===== src/orcs_regs.svh =====
// register offsets, field positions, reset values and timing counts of the release and code supervisor
`ifndef ORCS_REGS_SVH
`define ORCS_REGS_SVH
// register byte offsets
`define ORCS_CTRL_OFF 12'h000
`define ORCS_SPEED_OFF 12'h004
`define ORCS_BUTTON_OFF 12'h008
`define ORCS_CODEIN_OFF 12'h00C
`define ORCS_STATUS_OFF 12'h010
`define ORCS_DISPLAY_OFF 12'h014
// ctrl fields
`define ORCS_CTRL_MODE_LSB 0
`define ORCS_CTRL_CAB_BIT 3
`define ORCS_CTRL_SBCFG_BIT 4
`define ORCS_CTRL_TRACTION_BIT 5
`define ORCS_CTRL_RESET 32'h0000_0010
// speed fields: current [7:0], permitted [15:8], first intervention [23:16], second [31:24]
`define ORCS_SPEED_RESET 32'h0000_0000
`define ORCS_STANDSTILL_KMH 8'h02
// button write bits, self clearing
`define ORCS_BTN_REQ_BIT 0
`define ORCS_BTN_ACK_BIT 1
`define ORCS_BTN_MSG_BIT 2
// millisecond tick: 1 ms tick at 250 MHz, timers count ms
`define ORCS_CLK_MHZ 250
`define ORCS_TICK_NS 1000000
`define ORCS_TICK_CYCLES (`ORCS_TICK_NS * `ORCS_CLK_MHZ / 1000)
`define ORCS_CONFIRM_MS 16'd7000
`define ORCS_NOCODE_WAIT_MS 16'd15000
`define ORCS_STILL_WIN_MS 16'd15000
`define ORCS_ABORT_MS 16'd7000
// minimum detection times in ms, chosen at the table's lower bound
`define ORCS_DET_NONE_MS 16'd4000
`define ORCS_DET_50_MS 16'd4000
`define ORCS_DET_75_MS 16'd2500
`define ORCS_DET_180_MS 16'd2000
`endif


===== src/orcs_pkg.sv =====
// types of the release and code supervisor
package orcs_pkg;
  typedef enum logic [2:0] {
    ORCS_CODE_NONE, ORCS_CODE_50, ORCS_CODE_75, ORCS_CODE_120,
    ORCS_CODE_180, ORCS_CODE_270, ORCS_CODE_420
  } orcs_code_t;
  typedef enum logic [2:0] {
    ORCS_MODE_OTHER, ORCS_MODE_FULL, ORCS_MODE_DEG_FULL, ORCS_MODE_WARN, ORCS_MODE_DEG_WARN
  } orcs_mode_t;
  typedef enum logic [1:0] {ORCS_CLS_BELOW, ORCS_CLS_WARN, ORCS_CLS_INTERV} orcs_class_t;
  typedef enum logic [2:0] {
    ORCS_RR_IDLE, ORCS_RR_ACK, ORCS_RR_MSG, ORCS_RR_WAIT, ORCS_RR_ACTIVE
  } orcs_rr_t;
endpackage


===== src/orcs_supervisor.sv =====
// release and code supervisor: brake revocation, tones, speed class, creep release, cab code tracking
//
// Operation
// - service brake checking enabled exactly while service brake is demanded
// - brake demands withdrawn only below permitted speed with no traction request
// - after release the operating mode is kept unchanged
// - speed classified three ways against permitted and first intervention speed
// - warning tone while speed exceeds permitted speed
// - service brake tone while service brake demanded
// - emergency brake tone while emergency brake demanded
// - release request accepted only in protection or warning-system modes
// - request shows confirm button with flashing border, starts seven-second timer
// - confirm not pressed in time: request abandoned, button removed
// - confirm pressed: button removed, second message shown by mode and standstill
// - message not pressed in seven seconds: request abandoned, message removed
// - message pressed in time: message removed
// - wait fifteen seconds for no-code, then activate with icon and tone, else cancel
// - pending request cancelled on change to 75, 180, 420 or 270 code
// - active release ends on valid code, standstill, or fifteen-second standstill cases
// - code taken only from the active cab's coils
// - normal and reserve receiver swapped at every power-on; not done here, swap stays 0 so receiver 0 is always normal
// - current code always one of seven code values
// - invalid, unmodulated or missing carrier maps to no-code
// - transition begins when decoded code differs from current code
// - transition completes after the minimum detection time of the new code
// - current code held during transition, new code adopted at completion
// - repeated changes not completed within seven seconds abort to no-code
// - standstill when speed is below two kilometres per hour
`timescale 1ns/1ps
`default_nettype none
`include "orcs_regs.svh"
module orcs_supervisor
  import orcs_pkg::*;
(
  // apb
  input wire logic pclk,
  input wire logic presetn,
  input wire logic psel,
  input wire logic penable,
  input wire logic pwrite,
  input wire logic [11:0] paddr,
  input wire logic [31:0] pwdata,
  output logic [31:0] prdata,
  output logic pready,
  output logic pslverr,
  // pickup coil receivers, code and valid per cab and receiver
  input wire logic [2:0] cab0_rx0_code,
  input wire logic cab0_rx0_valid,
  input wire logic [2:0] cab0_rx1_code,
  input wire logic cab0_rx1_valid,
  input wire logic [2:0] cab1_rx0_code,
  input wire logic cab1_rx0_valid,
  input wire logic [2:0] cab1_rx1_code,
  input wire logic cab1_rx1_valid,
  // brake demands from the speed supervisor logic
  output logic emergency_brake,
  output logic service_brake,
  output logic traction_cutoff,
  output logic sb_check_enable,
  // driver display tones and indications
  output logic warning_tone,
  output logic service_tone,
  output logic emergency_tone,
  output logic release_tone,
  output logic [1:0] speed_class,
  output logic confirm_button_shown,
  output logic [1:0] message_shown,
  output logic release_active,
  output logic [2:0] current_code,
  output logic normal_receiver
);
  // ==========================================================
  // registers and bus
  logic [31:0] ctrl, next_ctrl, speed, next_speed;
  logic [2:0] btn, next_btn;
  logic [31:0] next_prdata;
  logic next_pready;
  logic next_pslverr;
  logic wr;
  logic [7:0] v_cur, v_perm, v_fi, v_si;
  orcs_mode_t mode;
  logic cab_sel, sb_cfg, traction_req, standstill;
  assign wr = psel && penable && pwrite && !pready;
  assign v_cur = speed[7:0];
  assign v_perm = speed[15:8];
  assign v_fi = speed[23:16];
  assign v_si = speed[31:24];
  assign mode = orcs_mode_t'(ctrl[`ORCS_CTRL_MODE_LSB +: 3]);
  assign cab_sel = ctrl[`ORCS_CTRL_CAB_BIT];
  assign sb_cfg = ctrl[`ORCS_CTRL_SBCFG_BIT];
  assign traction_req = ctrl[`ORCS_CTRL_TRACTION_BIT];
  assign standstill = v_cur < `ORCS_STANDSTILL_KMH;

  function automatic logic [15:0] min_detect(input orcs_code_t c);
    unique case (c)
      ORCS_CODE_NONE: min_detect = `ORCS_DET_NONE_MS;
      ORCS_CODE_50: min_detect = `ORCS_DET_50_MS;
      ORCS_CODE_75, ORCS_CODE_120: min_detect = `ORCS_DET_75_MS;
      default: min_detect = `ORCS_DET_180_MS;
    endcase
  endfunction

  // ==========================================================
  // millisecond tick
  logic [17:0] tick_cnt, next_tick_cnt;
  logic tick;
  assign tick = tick_cnt == 18'(`ORCS_TICK_CYCLES - 1);
  always_comb begin
    next_tick_cnt = tick ? 18'h0_0000 : tick_cnt + 18'h0_0001;
  end

  // ==========================================================
  // speed supervision and brakes
  logic next_eb, next_sb, next_tco, over_ok;
  always_comb begin
    next_eb = emergency_brake;
    next_sb = service_brake;
    next_tco = traction_cutoff;
    // revoke only below permitted with no traction request
    over_ok = (v_cur < v_perm) && !traction_req;
    if (v_cur >= v_si) begin
      next_eb = 1'b1;
    end else if (v_cur >= v_fi) begin
      if (sb_cfg) begin
        next_sb = 1'b1;
        next_tco = 1'b1;
      end else begin
        next_eb = 1'b1;
      end
    end else if (over_ok) begin
      next_eb = 1'b0;
      next_sb = 1'b0;
      next_tco = 1'b0;
    end
  end

  // ==========================================================
  // cab code tracking
  orcs_code_t cur_code, next_cur_code, pend_code, next_pend_code, dec_code;
  logic in_trans, next_in_trans, multi, next_multi, swap, next_swap;
  logic [15:0] det_ms, next_det_ms, tr_ms, next_tr_ms;
  logic [2:0] raw_code;
  logic raw_valid;
  always_comb begin
    // active cab only; swap stays 0, so receiver 0 is always used
    if (!cab_sel) begin
      raw_code = swap ? cab0_rx1_code : cab0_rx0_code;
      raw_valid = swap ? cab0_rx1_valid : cab0_rx0_valid;
    end else begin
      raw_code = swap ? cab1_rx1_code : cab1_rx0_code;
      raw_valid = swap ? cab1_rx1_valid : cab1_rx0_valid;
    end
    // invalid or out of range decodes as no-code
    dec_code = (raw_valid && raw_code <= 3'(ORCS_CODE_420)) ? orcs_code_t'(raw_code) : ORCS_CODE_NONE;
  end
  always_comb begin
    next_cur_code = cur_code;
    next_pend_code = pend_code;
    next_in_trans = in_trans;
    next_multi = multi;
    next_det_ms = det_ms;
    next_tr_ms = tr_ms;
    next_swap = swap;
    if (!in_trans) begin
      if (dec_code != cur_code) begin
        next_in_trans = 1'b1;
        next_pend_code = dec_code;
        next_multi = 1'b0;
        next_det_ms = 16'h0000;
        next_tr_ms = 16'h0000;
      end
    end else begin
      if (dec_code != pend_code) begin
        next_pend_code = dec_code;
        next_det_ms = 16'h0000;
        next_multi = 1'b1;
      end else if (tick) begin
        next_det_ms = det_ms + 16'h0001;
      end
      if (tick) begin
        next_tr_ms = tr_ms + 16'h0001;
      end
      // adopt after the minimum detection time
      if (dec_code == pend_code && det_ms >= min_detect(pend_code)) begin
        next_cur_code = pend_code;
        next_in_trans = 1'b0;
      // repeated changes beyond seven seconds abort to no-code
      end else if (multi && tr_ms >= `ORCS_ABORT_MS) begin
        next_cur_code = ORCS_CODE_NONE;
        next_in_trans = 1'b0;
      end else if (dec_code == cur_code && dec_code != pend_code) begin
        next_in_trans = 1'b0;
      end
    end
  end

  // ==========================================================
  // creep release sequence
  orcs_rr_t rr, next_rr;
  logic [15:0] rr_ms, next_rr_ms, still_ms, next_still_ms;
  logic moving_act, next_moving_act, lost, next_lost;
  logic next_confirm, next_rel_tone;
  logic [1:0] next_msg;
  logic mode_ok, bad_code;
  always_comb begin
    // accepted in the two protection and two warning-system modes
    mode_ok = mode inside {ORCS_MODE_FULL, ORCS_MODE_DEG_FULL, ORCS_MODE_WARN, ORCS_MODE_DEG_WARN};
    bad_code = (next_cur_code != cur_code) &&
      (next_cur_code inside {ORCS_CODE_75, ORCS_CODE_180, ORCS_CODE_420, ORCS_CODE_270});
    next_rr = rr;
    next_rr_ms = tick ? rr_ms + 16'h0001 : rr_ms;
    next_still_ms = still_ms;
    next_moving_act = moving_act;
    next_lost = lost;
    next_confirm = 1'b0;
    next_msg = 2'b00;
    next_rel_tone = 1'b0;
    unique case (rr)
      ORCS_RR_IDLE: begin
        next_rr_ms = 16'h0000;
        if (btn[`ORCS_BTN_REQ_BIT] && mode_ok) begin
          next_rr = ORCS_RR_ACK;
        end
      end
      ORCS_RR_ACK: begin
        if (btn[`ORCS_BTN_ACK_BIT]) begin
          next_rr = ORCS_RR_MSG;
          next_rr_ms = 16'h0000;
        end else if (rr_ms >= `ORCS_CONFIRM_MS) begin
          next_rr = ORCS_RR_IDLE;
        end
      end
      ORCS_RR_MSG: begin
        if (btn[`ORCS_BTN_MSG_BIT]) begin
          next_rr = ORCS_RR_WAIT;
          next_rr_ms = 16'h0000;
          next_moving_act = !standstill;
        end else if (rr_ms >= `ORCS_CONFIRM_MS) begin
          next_rr = ORCS_RR_IDLE;
        end
      end
      ORCS_RR_WAIT: begin
        if (cur_code == ORCS_CODE_NONE && !in_trans) begin
          next_rr = ORCS_RR_ACTIVE;
          next_moving_act = !standstill;
          next_lost = 1'b0;
          next_still_ms = 16'h0000;
        end else if (rr_ms >= `ORCS_NOCODE_WAIT_MS) begin
          next_rr = ORCS_RR_IDLE;
        end
      end
      ORCS_RR_ACTIVE: begin
        next_rel_tone = 1'b1;
        if (tick && still_ms < `ORCS_STILL_WIN_MS) begin
          next_still_ms = still_ms + 16'h0001;
        end
        if (!standstill && still_ms < `ORCS_STILL_WIN_MS) begin
          next_lost = 1'b1;
        end
        if (cur_code != ORCS_CODE_NONE ||
            (moving_act && standstill) ||
            (!moving_act && lost && standstill) ||
            (!moving_act && !lost && still_ms >= `ORCS_STILL_WIN_MS)) begin
          next_rr = ORCS_RR_IDLE;
          next_rel_tone = 1'b0;
        end
      end
    endcase
    // cancel pending request on listed code change
    if (bad_code && rr inside {ORCS_RR_ACK, ORCS_RR_MSG, ORCS_RR_WAIT}) begin
      next_rr = ORCS_RR_IDLE;
    end
    if (next_rr == ORCS_RR_ACK) begin
      next_confirm = 1'b1;
    end
    next_rel_tone = next_rr == ORCS_RR_ACTIVE;
    if (next_rr == ORCS_RR_MSG) begin
      // 01 moving message in protection modes, 10 standstill message
      next_msg = standstill ? 2'b10 :
        ((mode inside {ORCS_MODE_FULL, ORCS_MODE_DEG_FULL}) ? 2'b01 : 2'b00);
    end
  end

  // ==========================================================
  // bus decode
  always_comb begin
    next_ctrl = ctrl;
    next_speed = speed;
    next_btn = 3'b000;
    next_prdata = prdata;
    next_pready = psel && penable && !pready;
    next_pslverr = 1'b0;
    if (psel && penable && !pready) begin
      next_prdata = 32'h0000_0000;
      unique case (paddr)
        `ORCS_CTRL_OFF: begin
          if (wr) next_ctrl = {26'h000_0000, pwdata[5:0]};
          next_prdata = ctrl;
        end
        `ORCS_SPEED_OFF: begin
          if (wr) next_speed = pwdata;
          next_prdata = speed;
        end
        `ORCS_BUTTON_OFF: begin
          if (wr) next_btn = pwdata[2:0];
        end
        `ORCS_CODEIN_OFF: next_prdata = {28'h000_0000, in_trans, pend_code};
        `ORCS_STATUS_OFF: next_prdata = {16'h0000, 3'(rr), 1'b0, 3'(cur_code), swap,
          2'(speed_class), emergency_brake, service_brake, traction_cutoff, warning_tone, 2'b00};
        `ORCS_DISPLAY_OFF: next_prdata = {26'h000_0000, release_tone, release_active,
          message_shown, confirm_button_shown, sb_check_enable};
        default: next_pslverr = 1'b1;
      endcase
    end
  end
  // the mode field is written only by software, never forced here

  // ==========================================================
  // state registers
  always_ff @(posedge pclk or negedge presetn) begin
    if (!presetn) begin
      ctrl <= `ORCS_CTRL_RESET;
      speed <= `ORCS_SPEED_RESET;
      btn <= 3'b000;
      prdata <= 32'h0000_0000;
      pready <= 1'b0;
      pslverr <= 1'b0;
      tick_cnt <= 18'h0_0000;
      emergency_brake <= 1'b0;
      service_brake <= 1'b0;
      traction_cutoff <= 1'b0;
      sb_check_enable <= 1'b0;
      warning_tone <= 1'b0;
      service_tone <= 1'b0;
      emergency_tone <= 1'b0;
      release_tone <= 1'b0;
      speed_class <= 2'b00;
      confirm_button_shown <= 1'b0;
      message_shown <= 2'b00;
      release_active <= 1'b0;
      current_code <= 3'b000;
      normal_receiver <= 1'b0;
      cur_code <= ORCS_CODE_NONE;
      pend_code <= ORCS_CODE_NONE;
      in_trans <= 1'b0;
      multi <= 1'b0;
      det_ms <= 16'h0000;
      tr_ms <= 16'h0000;
      swap <= 1'b0;
      rr <= ORCS_RR_IDLE;
      rr_ms <= 16'h0000;
      still_ms <= 16'h0000;
      moving_act <= 1'b0;
      lost <= 1'b0;
    end else begin
      ctrl <= next_ctrl;
      speed <= next_speed;
      btn <= next_btn;
      prdata <= next_prdata;
      pready <= next_pready;
      pslverr <= next_pslverr;
      tick_cnt <= next_tick_cnt;
      emergency_brake <= next_eb;
      service_brake <= next_sb;
      traction_cutoff <= next_tco;
      // checking follows the service brake demand
      sb_check_enable <= next_sb;
      warning_tone <= v_cur > v_perm;
      service_tone <= next_sb;
      emergency_tone <= next_eb;
      release_tone <= next_rel_tone;
      speed_class <= (v_cur < v_perm) ? 2'(ORCS_CLS_BELOW) :
        (v_cur < v_fi) ? 2'(ORCS_CLS_WARN) : 2'(ORCS_CLS_INTERV);
      confirm_button_shown <= next_confirm;
      message_shown <= next_msg;
      release_active <= next_rr == ORCS_RR_ACTIVE;
      // held code is always one of seven values
      current_code <= next_cur_code;
      normal_receiver <= next_swap;
      cur_code <= next_cur_code;
      pend_code <= next_pend_code;
      in_trans <= next_in_trans;
      multi <= next_multi;
      det_ms <= next_det_ms;
      tr_ms <= next_tr_ms;
      swap <= next_swap;
      rr <= next_rr;
      rr_ms <= (next_rr != rr) ? 16'h0000 : next_rr_ms;
      still_ms <= next_still_ms;
      moving_act <= next_moving_act;
      lost <= next_lost;
    end
  end

  // alternation across power-ons needs a history kept outside this block; swap resets to 0
  // ==========================================================
  // checks
  a_sb_check_tracks: assert property (@(posedge pclk) disable iff (!presetn)
    sb_check_enable == service_brake) else $error("brake check not following demand");
  a_brake_release_cond: assert property (@(posedge pclk) disable iff (!presetn)
    $fell(emergency_brake) |-> $past(v_cur) < $past(v_perm) && !$past(traction_req))
    else $error("emergency brake released without conditions");
  a_tone_service: assert property (@(posedge pclk) disable iff (!presetn)
    service_tone == service_brake) else $error("service tone mismatch");
  a_tone_emergency: assert property (@(posedge pclk) disable iff (!presetn)
    emergency_tone == emergency_brake) else $error("emergency tone mismatch");
  a_warn_tone: assert property (@(posedge pclk) disable iff (!presetn)
    ##1 warning_tone == ($past(v_cur) > $past(v_perm))) else $error("warning tone wrong");
  a_req_mode_gate: assert property (@(posedge pclk) disable iff (!presetn)
    rr == ORCS_RR_IDLE && !mode_ok |=> rr == ORCS_RR_IDLE) else $error("request outside modes");
  a_code_range: assert property (@(posedge pclk) disable iff (!presetn)
    current_code <= 3'(ORCS_CODE_420)) else $error("code out of range");
  a_code_hold: assert property (@(posedge pclk) disable iff (!presetn)
    in_trans && next_in_trans |=> $stable(cur_code)) else $error("code changed mid transition");
  a_release_tone: assert property (@(posedge pclk) disable iff (!presetn)
    release_tone == release_active) else $error("release tone not with icon");
endmodule
`default_nettype wire


===== config.mk =====
export PLATFORM = sky130hd
export DESIGN_NAME = orcs_supervisor
export DESIGN_NICKNAME = d
export VERILOG_FILES = /design/src/orcs_pkg.sv /design/src/orcs_supervisor.sv
export VERILOG_INCLUDE_DIRS = /design/src
export SDC_FILE = /design/constraint.sdc
export NUM_CORES = 1
export LEC_CHECK = 0
export BUFFER_PORTS_ARGS = -buffer_cell sky130_fd_sc_hd__buf_2
export CAP_MARGIN = 20
export CORE_MARGIN = 2
export CORE_UTILIZATION = 51
export DETAILED_ROUTE_END_ITERATION = 12
export GPL_TIMING_DRIVEN = 0
export PLACE_DENSITY = 0.77
export SYNTH_ARGS = -nofsm -noshare
export SYNTH_HDL_FRONTEND = slang
export SYNTH_SLANG_ARGS = --single-unit

===== constraint.sdc =====
create_clock -name pclk -period 3.2 [get_ports pclk]
set_clock_uncertainty 0.15 [all_clocks]
set_input_delay 0.16 -clock pclk [delete_from_list [all_inputs] [get_ports pclk]]
set_output_delay 0.16 -clock pclk [all_outputs]
set_load 0.05 [all_outputs]

==> impl_metrics.ini, run 1 <==
[setup_path]
reg2reg_from = tick_cnt[0]
crit_path_top_delay_cell = or4_4
cp_cell_sequence = ha_1, nand3_1, or4_4, buf_6, or3_1, clkbuf_1, o21ai_2, buf_2, mux2i_1
cp_max_fo = 10
reg2reg_slack_ns = 0.21
end_kind = flip-flop
crit_start = tick_cnt[0]
cp_data_required_time_ns = 3.35
criticalPathCategory = flip-flop to flip-flop
rr_endpoint = tr_ms[0]
ff2ff_path_depth = 9
critPathLaunchType = flip-flop
endpoint = tr_ms[0]
max_stage_delay_ns = 0.50
arrival_ns = 3.14

[sta]
fin_tns_setup_ns = 0
final_hold_viol_count = 0
min_period_over_period_pct = 93.5
final.setup.worst_slack_ns = 0.207
max_slew_margin_pct = 42.8
fin_crit_ns = 2.99
tightest_slew_ns = 0.849
finalMaxSlewViolations = 0
rsz0062_at_grt = no
setup_viol = 0
max_freq_ghz = 0.334

[global_routing]
antenna_found_initial = 1
grtUsageTotal_pct = 24.7
grt.overflow.total = 0
grt_first_pass_wirelength_microns = 39900
grt_pass1_vias = 8059
grt_max_degree = 93

[die]
dieArea_sq_um = 20300
die_x_microns = 142
ios = 117
core_region_area_sq_um = 18800
die_h_microns = 142
rows = 50
initial_core_util_pct = 52.0

[clocking]
tritoncts = done
clk_latency_ns = 0.45
clkSinkCount = 179
clk_pin_slew_ns = 0.07
cts_made_buffers = 17
htreeDepth = 4
clock-root-buffer = clkbuf_16
clock_path_buffers = 2

[placed_design]
io_buffers = 107
dp_hpwl_microns = 17000
dpl_worst_slack_ns = 0.0206
globalplace.congestion = 0.867

[yosys]
synth_area_sq_um = 9760
synth.avg_cell_area_sq_um = 9.66
ys_types = 86
yosys.area.top_type = dfrtp_1
ys_seq_area_share_pct = 45.9
postSynth.asyncResetShare_pct = 100
synthCells = 1011
yosys_register_bits = 179
synth-edff-count = 0
synthTopCellsByArea = dfrtp_1 46%, ha_1 5.1%, nand2_1 5.1%, o21ai_0 3.1%, xor2_1 2.5%
synth_nets = 1116
synth_top_area_share_pct = 45.6
synthFlopType = dfrtp_1
ys_warn_count = 0

[detailed_routing]
via_per_inst = 5.80
ant_nets = 0
drt_iter0_markers = 554
drc = 0
wl_per_cell_microns = 17.1
firstDrtPassIters = 5
num_vias = 8251
wl_microns = 24300

[pwr]
p_total_w = 0.00540
p_leak_nw = 5.65
max-vdd-ir-drop_mv = 0.354
p_per_area_nw_per_um2 = 465

[layout]
drive_gt1_share_pct = 19.9
syn2layout_area_growth_pct = 18.9
final-seq-area_sq_um = 4480
fill_cells = 1539
nets = 1280
multi_input_area_sq_um = 4840

[status]
status = finished, final reports clean

[min_path]
hold_path_class = input port to flip-flop

[run]
maxCapViolCount = 0
[cell type report]
class                      instances  share of cell area [%]
clock buffer                      17                    3.66
clock inverter                    15                    1.38
timing repair buffer             145                    8.13
buffer                            52                    2.48
multi-input combinational        734                    41.7
antenna                            1                  0.0216
tap                              234                    2.52
inverter                          46                    1.49
sequential                       179                    38.6
[sequential cells by signal, summed over array words and instances (netlist names), 2 cells and up]
| name | cells |
|---|---|
| message_shown | 2 |
| prdata | 32 |
| speed | 32 |
| cur_code | 3 |
| tick_cnt | 18 |
| btn | 3 |
| det_ms | 16 |
| speed_class | 2 |
| still_ms | 16 |
| rr_ms | 16 |
| pend_code | 3 |
| tr_ms | 16 |
| ctrl | 6 |
| rr | 3 |
[worst max-delay path: cells and delay by family (launching register included)]
| family | cells | cell delay [ns] |
|---|---|---|
| buffers and inverters | 3 | 0.69 |
| multiplexers | 1 | 0.12 |
| flip-flops | 1 | 0.41 |
| adder cells (fa/ha/maj) | 1 | 0.27 |
| AO/OA/AOI/OAI | 1 | 0.20 |
| AND/OR/NAND/NOR | 3 | 0.99 |
[worst min-delay path by stage]
stage,start,end,slack (ns),cells past startpoint
2_1_floorplan,presetn,btn[0],-0.29,0
3_3_place_gp,pwdata[19],speed[19],0.22,3
3_5_place_dp,presetn,tr_ms[5],0.06,1
4_1_cts,cab1_rx0_code[2],pend_code[2],0.04,4
5_1_grt,cab1_rx0_code[2],pend_code[2],0.06,4
6_report,cab1_rx0_code[2],pend_code[2],0.05,4
[cell usage after synthesis (14+ instances only)]
| cell | number |
|---|---|
| mux2_2 | 19 |
| nor2_1 | 63 |
| a31oi_1 | 14 |
| nand3_1 | 46 |
| inv_1 | 46 |
| nor4_1 | 18 |
| a21oi_1 | 39 |
| nand2_1 | 133 |
| xnor2_1 | 26 |
| and3_1 | 18 |
| clkbuf_1 | 25 |
| nand4_1 | 24 |
| xor2_1 | 28 |
| o21ai_0 | 61 |
| nor3_1 | 18 |
| dfrtp_1 | 178 |
| ha_1 | 40 |
[stage by stage]
step	hold WS (ns)	cells	cell area, sq um	utilization (%)
floorplan	-0.286	1011	9760	-
CTS	0.0427	1422	11600	61.7
detailed placement	0.0612	1353	10600	56.6
finish	0.0522	1423	11600	61.8
global placement	0.223	1352	10600	56.4
global route	0.0602	1423	11600	61.8
[where the power goes]
group / switching [W] / internal [W]
clock: 0.00103 / 0.00105
combinational: 0.000550 / 0.000308
sequential: 0.000102 / 0.00236
[routing by layer]
| layer | global-route usage [%] | vias to the layer above | share of wire [%] |
|---|---|---|---|
| met5 | 0 | - | 0 |
| met4 | 9.43 | 0 | 3.0 |
| met3 | 4.34 | 61 | 4.6 |
| met2 | 39.7 | 237 | 48 |
| met1 | 33.6 | 4032 | 45 |
| li1 | - | 3921 | - |
[logic make-up (layout without fill, tap and decap cells)]
group | Yosys count | in the layout | share of synthesized area (%)
fa+ha+maj | 40 | 40 | 5.13
compound gates | 202 | 202 | 14.1
other cells | 1 | 2 | 0.0384
simple gates | 406 | 406 | 21.8
flops | 179 | 179 | 45.9
buf+inv | 98 | 275 | 4.72
xor+xnor | 56 | 56 | 5.18
mux | 29 | 29 | 3.22
[repair_timing]
item,CTS,global route
buffers inserted,0,0
hold endpoints to repair,129,0
endpoints found under the setup margin,0,14
hold buffers,37,0
resized for setup,0,4
[layout by cell type (no fill, tap or decap), types with 14 or more instances in the layout]
master and count:
a21oi_1 39, a31oi_1 14, and3_1 18, buf_2 116, clkbuf_1 25, clkbuf_16 17
dfrtp_1 178, dlygate4sd3_1 37, ha_1 40, inv_1 46, mux2_2 19, nand2_1 133
nand3_1 46, nand4_1 24, nor2_1 63, nor3_1 17, nor4_1 18, o21ai_0 60
xnor2_1 26, xor2_1 28
No activity file was read; power rests on OpenSTA's default activity.
==> run 2, diff against run 1 <==
ABC_AREA = 1   (was unset)
SLEW_MARGIN = 0   (was unset)
==> run 2 against run 1 <==
Clock-buffer cell count grew 2; worst setup slack gained 0.0043 ns; clock power is essentially flat; sequential power shrank 4%; non-clock buffer count shrank 19; hold slack lost 0.034 ns; via count grew 9.0%; routed wire length grew 3.9%; critical endpoint is now rr_ms[9]; largest power group unchanged.
==> impl_metrics.ini, run 2 <==
[clocking]
clk_latency_ns = 0.44
clock-root-buffer = clkbuf_16
cts_made_buffers = 17
clk_pin_slew_ns = 0.07
clock_path_buffers = 2
tritoncts = done
clkSinkCount = 179
htreeDepth = 4

[sta]
min_period_over_period_pct = 93.4
max_slew_margin_pct = 41.0
final_hold_viol_count = 0
fin_tns_setup_ns = 0
fin_crit_ns = 2.99
setup_viol = 0
finalMaxSlewViolations = 0
max_freq_ghz = 0.335
tightest_slew_ns = 0.878

[yosys]
synthFlopType = dfrtp_1
postSynth.asyncResetShare_pct = 100
synth_area_sq_um = 9950
synth-edff-count = 0
ys_warn_count = 0
ys_seq_area_share_pct = 45.0
synth_nets = 1333
synthTopCellsByArea = dfrtp_1 45%, nand2_1 11%, inv_1 7.2%, ha_1 5.0%, nor2_1 3.6%
yosysMostFrequentCell = nand2_1
yosys.area.top_type = dfrtp_1
synth.avg_cell_area_sq_um = 8.10
yosys_register_bits = 179
synthCells = 1228
synth_top_area_share_pct = 44.8
synth_common_cells = 280 x nand2_1, 190 x inv_1, 178 x dfrtp_1
ys_types = 54

[global_routing]
grt_pass1_vias = 8807
grt.overflow.total = 0
grt_first_pass_wirelength_microns = 41500
grt_max_degree = 117
grtUsageTotal_pct = 25.2
antenna_found_initial = 0

[layout]
largest_registers = prdata: 32 flops, speed: 32 flops, tick_cnt: 18 flops
nets = 1501
syn2layout_area_growth_pct = 20.0
drive_gt1_share_pct = 17.0
fin_area_sq_um = 11900
antennaDiodeCount = 0
final_core_util_pct = 61.8
mostFrequentLayoutCell = nand2_1
final_cells = 1674
most-common-layout-cells = 277 x nand2_1, 189 x inv_1, 177 x dfrtp_1

[placed_design]
dp_hpwl_microns = 17800
place_area_sq_um = 10900
place_inst = 1601
globalplace.congestion = 0.887
io_buffers = 107

[setup_path]
cp_max_fo = 10
ff2ff_path_depth = 22
crit_path_top_delay_cell = dfrtp_1
criticalPathCategory = flip-flop to flip-flop
end_kind = flip-flop
cp_common_cell = nand2_1
max_stage_delay_ns = 0.38
cp_cell_sequence = buf_4, nor2_2, inv_1, ha_1, nand2_1, inv_1, o21bai_1, nand3_1, nand2_1, nand3_4, nand3_4, inv_1, nand4_1, nand2_1, nor2_1, nand2_1, nand2_2, nand2_1, nand2_2, nand2_4, buf_8, nor3_4
cp_data_required_time_ns = 3.41
critPathLaunchType = flip-flop
arrival_ns = 3.20

[detailed_routing]
ant_nets = 0
firstDrtPassIters = 6
wl_per_cell_microns = 15.1
drc = 0
num_vias = 8993
via_per_inst = 5.37
drt_iter0_markers = 603
wl_microns = 25300

[pwr]
clkPwrFrac_pct = 38.8
combinationalPowerShare_pct = 16.9
p_per_area_nw_per_um2 = 448
swShare_pct = 31.7
internal-power_w = 0.00366
max-vdd-ir-drop_mv = 0.359
switchingPower_w = 0.00170
p_leak_nw = 5.83
sequentialPowerShare_pct = 44.3

[run]
maxCapViolCount = 0

[min_path]
hold_path_class = input port to flip-flop
hold_depth = 5

[die]
die_h_microns = 144
core_region_area_sq_um = 19300
ios = 117
initial_core_util_pct = 51.5
die_x_microns = 144
rows = 51
dieArea_sq_um = 20600

[status]
status = finished, final reports clean
## run 2: layer usage
| metal | share of wire [%] | track usage [%] | up-vias |
|---|---|---|---|
| li1 | - | - | 4364 |
| met1 | 42 | 31.0 | 4286 |
| met2 | 49 | 43.2 | 277 |
| met3 | 6.3 | 6.23 | 66 |
| met4 | 2.6 | 9.49 | 0 |
| met5 | 0 | 0 | - |
## run 2: critical path: cells and delay by family (launching register included)
kind	cells	cell delay, ns
flops	1	0.38
fa+ha+maj	1	0.28
compound gates	1	0.11
buf+inv	5	0.52
simple gates	15	1.47
## run 2: metrics by stage
stage | setup WS (ns) | total power [W] | hold slack, ns
finish | 0.211 | 0.00535 | 0.0181
detailed placement | 0.0285 | 0.00324 | -0.0194
floorplan | 0.443 | 0.00294 | -0.286
global placement | -1.07 | 0.00321 | 0.243
CTS | 0.0117 | 0.00533 | 0.00789
global route | -0.0423 | 0.00558 | 0.0657
## run 2: power by group through the flow
stage | registers [W] | logic [W] | clock network (W)
after CTS | 0.00236 | 0.000866 | 0.00210
after floorplan | 0.00243 | 0.000506 | 0
after global placement | 0.00241 | 0.000806 | 0
final | 0.00237 | 0.000904 | 0.00208
after global routing | 0.00238 | 0.00100 | 0.00220
after detailed placement | 0.00241 | 0.000828 | 0
## run 2: path summary, 6_finish.rpt
kind | start | to | slack, ns
setup reg to reg | pend_code[2] | rr_ms[9] | 0.21
hold reg to reg | tick_cnt[17] | tick_cnt[17] | 0.32
min in group asynchronous | presetn | det_ms[11] | 0.09
setup / recovery | pend_code[2] | rr_ms[9] | 0.21
hold / removal | cab0_rx0_code[2] | pend_code[2] | 0.02
max in group asynchronous | presetn | speed[24] | 1.88
## run 2: kinds of logic (layout without fill, tap and decap cells)
kind of cell | Yosys count | in the layout | synth area share (%)
xor gates and xnor gates | 16 | 16 | 1.48
adders and majority gates | 40 | 40 | 5.03
AOI/OAI and AO/OA | 171 | 171 | 10.2
DFF | 179 | 179 | 45.0
buffers and inverters | 225 | 406 | 8.93
and+or+nand+nor | 570 | 570 | 26.3
other | 1 | 1 | 0.0377
muxes | 26 | 26 | 2.94
## run 2: repair_timing
item | 4_1_cts | 5_1_grt
buffers inserted | 0 | 4
resized for setup | 0 | 27
endpoints found under the hold margin | 104 | 0
hold buffers | 37 | 0
endpoints found under the setup margin | 0 | 42
## run 2: layout make-up
type / count / area, sq um
buffer: 29 / 168
multi-input combinational: 824 / 4660
inverter: 196 / 738
clock inverter: 13 / 138
clock buffer: 19 / 453
fill: 1618 / 7390
tap: 265 / 332
timing repair buffer: 149 / 973
sequential: 179 / 4480
